`config.mk`:
```
export PLATFORM = sky130hd
export DESIGN_NAME = program_flash_write_control
export DESIGN_NICKNAME = d
export VERILOG_FILES = /design/src/cycle_timer.v /design/src/program_flash_write_control.v
export VERILOG_INCLUDE_DIRS = /design/src
export SDC_FILE = /design/constraint.sdc
export NUM_CORES = 1
export LEC_CHECK = 0
export BUFFER_PORTS_ARGS = -buffer_cell sky130_fd_sc_hd__buf_2
export CORE_ASPECT_RATIO = 0.75
export CORE_MARGIN = 5
export CORE_UTILIZATION = 30
export CTS_CLUSTER_DIAMETER = 100
export DETAILED_ROUTE_END_ITERATION = 10
export PLACE_DENSITY = 0.57
export RECOVER_POWER = 100
export SYNTH_ARGS = -nofsm -noshare
export SYNTH_HDL_FRONTEND = slang
export SYNTH_HIERARCHICAL = 1
export SYNTH_SLANG_ARGS = --single-unit
```
`constraint.sdc`:
```
create_clock -name clk -period 2.6 [get_ports clk]
set_clock_uncertainty 0.15 [all_clocks]
set_input_delay 0.13 -clock clk [delete_from_list [all_inputs] [get_ports clk]]
set_output_delay 0.13 -clock clk [all_outputs]
set_load 0.05 [all_outputs]
```
`src/flash_ctrl_defines.vh`:
```
`ifndef FLASH_CTRL_DEFINES_VH
`define FLASH_CTRL_DEFINES_VH

// ==================================================
// bus layout
`define ADDR_W            12
`define DATA_W            32
`define TPTR_W            21
`define OFS_CONTROL       12'h000
`define OFS_IRQ_STATUS    12'h004
`define OFS_IRQ_MASK      12'h008
`define OFS_TPTR_LATCH    12'h00c

// ==================================================
// control register fields
`define CTL_W             8
`define CTL_RESET         8'h00
`define BIT_ROW_ERASE     4
`define BIT_WRITE_ERROR   3
`define BIT_WRITE_ENABLE  2
`define BIT_START         1

// ==================================================
// interrupt events
`define IRQ_W             2
`define IRQ_RESET         2'h0
`define IRQ_DONE          0
`define IRQ_ERROR         1

// ==================================================
// timing
`define CLK_MHZ           50
`define ERASE_TIME_US     1000
`define WRITE_TIME_US     50
`define ERASE_CYCLES      (`ERASE_TIME_US * `CLK_MHZ)
`define WRITE_CYCLES      (`WRITE_TIME_US * `CLK_MHZ)
`define CNT_W             24

`endif

```
`src/cycle_timer.v`:
```
`include "flash_ctrl_defines.vh"

// ==================================================
// self-timed countdown
module cycle_timer (
  input  wire               clk,
  input  wire               reset_n,
  input  wire               load,
  input  wire               abort,
  input  wire [`CNT_W-1:0]  count,
  output reg                expired_ff
);

  reg  [`CNT_W-1:0] remain_ff;
  reg               run_ff;

  always @(posedge clk or negedge reset_n) begin
    if (!reset_n) begin
      remain_ff  <= {`CNT_W{1'b0}};
      run_ff     <= 1'b0;
      expired_ff <= 1'b0;
    end else begin
      expired_ff <= 1'b0;
      if (abort) begin
        run_ff <= 1'b0;
      end else if (load) begin
        remain_ff <= count;
        run_ff    <= 1'b1;
      end else if (run_ff) begin
        if (remain_ff <= {{(`CNT_W-1){1'b0}}, 1'b1}) begin
          run_ff     <= 1'b0;
          expired_ff <= 1'b1;
        end else begin
          remain_ff <= remain_ff - {{(`CNT_W-1){1'b0}}, 1'b1};
        end
      end
    end
  end

endmodule // cycle_timer

```
`src/program_flash_write_control.v`:
```
`include "flash_ctrl_defines.vh"

module program_flash_write_control #(
  parameter [`CNT_W-1:0] ERASE_CYCLES = `ERASE_CYCLES,
  parameter [`CNT_W-1:0] WRITE_CYCLES = `WRITE_CYCLES
) (
  input  wire               clk,
  input  wire               reset_n,
  input  wire               warm_reset_n,
  input  wire [`TPTR_W-1:0] table_pointer,
  input  wire               psel,
  input  wire               penable,
  input  wire               pwrite,
  input  wire [`ADDR_W-1:0] paddr,
  input  wire [`DATA_W-1:0] pwdata,
  output reg  [`DATA_W-1:0] prdata_ff,
  output reg                pready_ff,
  output reg                pslverr_ff,
  output reg                irq_ff,
  output reg                flash_erase_ff,
  output reg                flash_program_ff,
  output reg  [`TPTR_W-1:0] flash_addr_ff
);

  localparam [2:0] ST_IDLE  = 3'b001;
  localparam [2:0] ST_ERASE = 3'b010;
  localparam [2:0] ST_WRITE = 3'b100;

  // ==================================================
  // warm reset synchroniser
  // warm reset is a pin level; it aborts a running cycle instead of clearing the error flag
  reg warm_meta_ff;
  reg warm_sync_ff;

  always @(posedge clk or negedge reset_n) begin
    if (!reset_n) begin
      warm_meta_ff <= 1'b1;
      warm_sync_ff <= 1'b1;
    end else begin
      warm_meta_ff <= warm_reset_n;
      warm_sync_ff <= warm_meta_ff;
    end
  end

  wire warm_active = ~warm_sync_ff;

  // ==================================================
  // state
  reg [2:0]         state_ff;
  reg [2:0]         nxt_state;
  reg               row_erase_ff;
  reg               nxt_row_erase;
  reg               write_error_ff;
  reg               nxt_write_error;
  reg               write_enable_ff;
  reg               nxt_write_enable;
  reg               start_ff;
  reg               nxt_start;
  reg [`IRQ_W-1:0]  irq_status_ff;
  reg [`IRQ_W-1:0]  nxt_irq_status;
  reg [`IRQ_W-1:0]  irq_mask_ff;
  reg [`IRQ_W-1:0]  nxt_irq_mask;
  reg [`TPTR_W-1:0] nxt_flash_addr;
  reg               timer_load;
  reg [`CNT_W-1:0]  timer_count;
  reg               ev_done;
  reg               ev_error;
  wire              timer_expired;

  // ==================================================
  // bus decode
  // a write lands on the edge where pready is seen high; read data is registered on the edge that raises pready
  wire bus_access = psel & penable & pready_ff;
  wire bus_wr     = bus_access & pwrite;
  wire hit_ctl    = (paddr == `OFS_CONTROL);
  wire hit_stat   = (paddr == `OFS_IRQ_STATUS);
  wire hit_mask   = (paddr == `OFS_IRQ_MASK);
  wire hit_tptr   = (paddr == `OFS_TPTR_LATCH);
  wire mapped     = hit_ctl | hit_stat | hit_mask | hit_tptr;
  wire wr_ctl     = bus_wr & hit_ctl;
  wire busy       = ~state_ff[0];

  wire [`CTL_W-1:0] ctl_view = {3'h0,
                                row_erase_ff,
                                write_error_ff,
                                write_enable_ff,
                                start_ff,
                                1'b0};

  // ==================================================
  // sequencer
  always @* begin
    nxt_state        = state_ff;
    nxt_row_erase    = row_erase_ff;
    nxt_write_error  = write_error_ff;
    nxt_write_enable = write_enable_ff;
    nxt_start        = start_ff;
    nxt_flash_addr   = flash_addr_ff;
    timer_load       = 1'b0;
    timer_count      = WRITE_CYCLES;
    ev_done          = 1'b0;
    ev_error         = 1'b0;

    // only bits 4..1 are stored; the rest of pwdata is dropped
    if (wr_ctl) begin
      nxt_write_enable = pwdata[`BIT_WRITE_ENABLE];
      nxt_write_error  = pwdata[`BIT_WRITE_ERROR];
      if (!busy) begin
        nxt_row_erase = pwdata[`BIT_ROW_ERASE];
      end
    end

    case (state_ff)
      ST_IDLE: begin
        if (wr_ctl && pwdata[`BIT_START]) begin
          if (pwdata[`BIT_WRITE_ENABLE] && !warm_active) begin
            nxt_start      = 1'b1;
            nxt_flash_addr = table_pointer;
            timer_load     = 1'b1;
            if (pwdata[`BIT_ROW_ERASE]) begin
              nxt_state   = ST_ERASE;
              timer_count = ERASE_CYCLES;
            end else begin
              nxt_state   = ST_WRITE;
              timer_count = WRITE_CYCLES;
            end
          end else begin
            nxt_start       = 1'b0;
            nxt_write_error = 1'b1;
            ev_error        = 1'b1;
          end
        end
      end
      ST_ERASE, ST_WRITE: begin
        if (warm_active) begin
          nxt_state       = ST_IDLE;
          nxt_start       = 1'b0;
          nxt_row_erase   = 1'b0;
          nxt_write_error = 1'b1;
          ev_error        = 1'b1;
        end else if (timer_expired) begin
          nxt_state = ST_IDLE;
          nxt_start = 1'b0;
          ev_done   = 1'b1;
          if (state_ff == ST_ERASE) begin
            nxt_row_erase = 1'b0;
          end
        end
      end
      default: begin
        nxt_state = ST_IDLE;
        nxt_start = 1'b0;
      end
    endcase

    if (warm_active && !busy) begin
      nxt_start     = 1'b0;
      nxt_row_erase = 1'b0;
    end
  end

  // ==================================================
  // interrupt registers
  // set beats write-one-to-clear in the same cycle
  always @* begin
    nxt_irq_status = irq_status_ff;
    nxt_irq_mask   = irq_mask_ff;
    if (bus_wr && hit_stat) begin
      nxt_irq_status = irq_status_ff & ~pwdata[`IRQ_W-1:0];
    end
    if (bus_wr && hit_mask) begin
      nxt_irq_mask = pwdata[`IRQ_W-1:0];
    end
    nxt_irq_status[`IRQ_DONE]  = nxt_irq_status[`IRQ_DONE] | ev_done;
    nxt_irq_status[`IRQ_ERROR] = nxt_irq_status[`IRQ_ERROR] | ev_error;
  end

  cycle_timer u_timer (
    .clk        (clk),
    .reset_n    (reset_n),
    .load       (timer_load),
    .abort      (warm_active),
    .count      (timer_count),
    .expired_ff (timer_expired)
  );

  // ==================================================
  // registers and flash strobes
  always @(posedge clk or negedge reset_n) begin
    if (!reset_n) begin
      state_ff         <= ST_IDLE;
      row_erase_ff     <= 1'b0;
      write_error_ff   <= 1'b0;
      write_enable_ff  <= 1'b0;
      start_ff         <= 1'b0;
      irq_status_ff    <= `IRQ_RESET;
      irq_mask_ff      <= `IRQ_RESET;
      irq_ff           <= 1'b0;
      flash_erase_ff   <= 1'b0;
      flash_program_ff <= 1'b0;
      flash_addr_ff    <= {`TPTR_W{1'b0}};
    end else begin
      state_ff         <= nxt_state;
      row_erase_ff     <= nxt_row_erase;
      write_error_ff   <= nxt_write_error;
      write_enable_ff  <= nxt_write_enable;
      start_ff         <= nxt_start;
      irq_status_ff    <= nxt_irq_status;
      irq_mask_ff      <= nxt_irq_mask;
      irq_ff           <= |(nxt_irq_status & nxt_irq_mask);
      flash_erase_ff   <= nxt_state[1];
      flash_program_ff <= nxt_state[2];
      flash_addr_ff    <= nxt_flash_addr;
    end
  end

  // ==================================================
  // apb slave: one wait state, then ready
  always @(posedge clk or negedge reset_n) begin
    if (!reset_n) begin
      pready_ff  <= 1'b0;
      pslverr_ff <= 1'b0;
      prdata_ff  <= {`DATA_W{1'b0}};
    end else begin
      pready_ff  <= psel & penable & ~pready_ff;
      pslverr_ff <= psel & penable & ~pready_ff & ~mapped;
      if (psel && penable && !pready_ff && !pwrite) begin
        if (hit_ctl) begin
          prdata_ff <= {{(`DATA_W-`CTL_W){1'b0}}, ctl_view};
        end else if (hit_stat) begin
          prdata_ff <= {{(`DATA_W-`IRQ_W){1'b0}}, irq_status_ff};
        end else if (hit_mask) begin
          prdata_ff <= {{(`DATA_W-`IRQ_W){1'b0}}, irq_mask_ff};
        end else if (hit_tptr) begin
          prdata_ff <= {{(`DATA_W-`TPTR_W){1'b0}}, flash_addr_ff};
        end else begin
          prdata_ff <= {`DATA_W{1'b0}};
        end
      end else begin
        prdata_ff <= {`DATA_W{1'b0}};
      end
    end
  end

endmodule // program_flash_write_control

```
==> impl_metrics.toml <==
[clock_tree]
cts_buffers = 9
clock_path_buffers = 2
htree_num_levels = 3
clk_latency_ps = 340
root_buffer = "clkbuf_16"
cts_tree = "yes"
path_clk_slew_ps = 60
cts.sinks = 84

[setup_path]
crit_type = "primary input to flop"
critPathTopFamily = "simple AND/OR/NAND/NOR gates"
cp_cell_sequence = "dlygate4sd3_1 > buf_2 > nand4_1 > nor4_4 > nand3_2 > nor2_4 > o21bai_1 > a41o_1 > buf_4 > o21ai_0 > o21ai_0"
slowest_delay_ps = 520
cpMostUsedCell = "o21ai_0"
cp_max_fo = 29
start_kind = "primary input"
worstSetupEndpointType = "flop"
crit_buf_inv = 3
cp_slowest_cell = "dlygate4sd3_1"
required_ps = 2660
arrival_ps = 2530

[logic_synthesis]
netlist_area_sq_um = 4141
netlist_instances = 405
ys_warn_count = 6
seq_area_frac_synth = 0.5085
synth-seq-cells = 84
synth_enable_flop_cells = 0
ys_top_cells_by_area = "dfrtp_1 49%, mux2_2 6.8%, o21ai_0 3.4%"
synthArstFlopShare = 1.000
synth_area_leader_cell = "dfrtp_1"
syn_avg_cell_area_sq_um = 10.23
synth_ff_type = "dfrtp_1"
ys_types = 62
synth_top_cell_area_share = 0.4894

[floorplan]
io_pins = 129
core_sq_um = 13610
num_rows = 37
initial_utilization = 0.3043
die_y_microns = 111.8
die_w_microns = 145.7
die_area_sq_um = 16280

[detailed_routing]
wire_per_inst_microns = 14.55
vias_per_cell = 4.834
drt-pass1-iter-count = 4
drc_errors = 0
drt-total-wl_microns = 10690
first_iter_violations = 159
drtAntennaViolNets = 0
vias = 3553

[placed_design]
place.gp.congestion = 0.8260
dpl_cell_area_sq_um = 4950
dpl.hpwl_microns = 7426
dpl_worst_slack_ps = -147.6
numPortBuffers = 90

[finish]
drive_gt1_frac = 0.2393
final_area_sq_um = 5530
final-seq-area_sq_um = 2110
fill_cells = 1354
utilization = 0.4063
antennaDiodeCount = 0
final_cell_mix = "78 x dfrtp_1, 49 x clkbuf_1, 42 x buf_2"
multi_input_area_sq_um = 1904
nets = 629
syn_to_final_growth_pct = 33.53
final_common_cell = "dfrtp_1"

[sta]
tightest_slew_ps = 1238
relSlewSlack = 0.1747
rsz0062_at_grt = "yes"
min_period_ps = 2471
max_freq_mhz = 404.7
timing.final.ws_setup_ps = 129.2
maxSlewViolCount = 0
hold_viol_final = 0
post-route-period-util = 0.9503
finalSetupViolCount = 0
finalHoldWorstSlack_ps = 141.6

[global_routing]
grt.total_usage = 0.1345
grt_pass1_wl_microns = 18040
antenna_found_initial = 0
overflow = 0
grt_pass1_vias = 3520
grt_max_degree = 49

[outcome]
status = "complete, no violations"

[power_and_ir_drop]
p_switching_uw = 626.4
clkPwrFrac = 0.477
ir_drop_uv = 303.2
p_per_area_nw_per_um2 = 513.9
seq_power_share = 0.463
p_leak_nw = 2.547
p_sw_frac = 0.2204
intPower_mw = 2.216
combPwrFrac = 0.060

[worst_hold_path]
hp-class = "primary input to flop"

[run]
drv_cap = 0
## synth_stat cells (all sizes together), types with 2 or more instances
library cell  count
nand2            21
nand4             3
o21ai            28
nor3             19
o211ai            2
or2               5
dfrtp            81
inv              13
dfstp             3
nor3b             3
buf              23
clkbuf           13
a22oi             7
and3              2
or4               6
nor2b             2
a31oi             4
o2bb2ai           7
mux2             25
nor2             31
o21bai            2
nor4             12
nand2b            2
ha                2
nand3            14
nand3b            2
a21oi            21
o31ai             2
or3               5
conb              2
o32ai             3
and2             19
a22o              3
## power groups by stage
| stage | clock [mW] | combinational (mW) | sequential, mW |
|---|---|---|---|
| CTS | 1.40 | 0.173 | 1.31 |
| global placement | 0 | 0.134 | 1.34 |
| global route | 1.45 | 0.190 | 1.31 |
| finish | 1.36 | 0.171 | 1.31 |
| detailed placement | 0 | 0.135 | 1.34 |
| floorplan | 0 | 0.0701 | 1.34 |
## flip-flops by register name, indices dropped and copies added (netlist names), 2 cells and up
signal / count
flash_addr_ff: 21
irq_status_ff: 2
prdata_ff: 21
irq_mask_ff: 2
state_ff: 3
u_timer/remain_ff: 24
## metrics by stage
step	cells	power (mW)	TNS (ps)
after floorplan	431	1.415	0
after global placement	688	1.472	-827.5
after detailed placement	688	1.474	-2223
after CTS	735	2.887	0
after global routing	735	2.953	-737.7
final	735	2.842	0
## worst min-delay path, cell delays in order
cell    delay (ps)
buf_2           70
or2_2          150
or3_4          140
and2_0         110
## timing repair
item,CTS,global route
hold endpoints to repair,76,0
setup buffers,0,0
endpoints found under the setup margin,0,24
hold buffers,32,0
resized for setup,0,3
## layout make-up
| type | instances | area share |
|---|---|---|
| inverter | 13 | 0.008824 |
| timing repair buffer | 150 | 0.1704 |
| multi-input combinational | 298 | 0.3443 |
| clock inverter | 4 | 0.01335 |
| sequential | 84 | 0.3814 |
| tap | 175 | 0.03959 |
| clock buffer | 11 | 0.04208 |
## routing by layer
metal / share of wire / GRT usage / vias up
li1: - / - / 1722
met1: 0.48 / 0.1800 / 1718
met2: 0.45 / 0.2057 / 102
met3: 0.057 / 0.04923 / 11
met4: 0.013 / 0.03791 / 0
met5: 0 / 0 / -
## kinds of logic after synthesis
| logic type | count (synthesis) | synth area share |
|---|---|---|
| AO/OA/AOI/OAI | 91 | 0.1414 |
| XOR/XNOR | 1 | 0.002115 |
| adder cells (fa/ha/maj) | 2 | 0.006041 |
| buffers and inverters | 49 | 0.06344 |
| flip-flops | 84 | 0.5085 |
| multiplexers | 26 | 0.07039 |
| other | 2 | 0.001813 |
| AND/OR/NAND/NOR | 150 | 0.2063 |
## path summary, 6_finish.rpt
kind | start | slack, ps | endpoint | cells past startpoint
max in group asynchronous | reset_n | 690 | prdata_ff[19] | 3
max reg2reg | u_timer/remain_ff[6] | 180 | u_timer/remain_ff[19] | 8
min reg2reg | warm_meta_ff | 210 | warm_sync_ff | 0
min in group asynchronous | reset_n | 440 | u_timer/remain_ff[22] | 2
max | penable | 130 | u_timer/remain_ff[6] | 11
min | paddr[0] | 140 | pslverr_ff | 4
No activity file was read; power rests on OpenSTA's default activity.
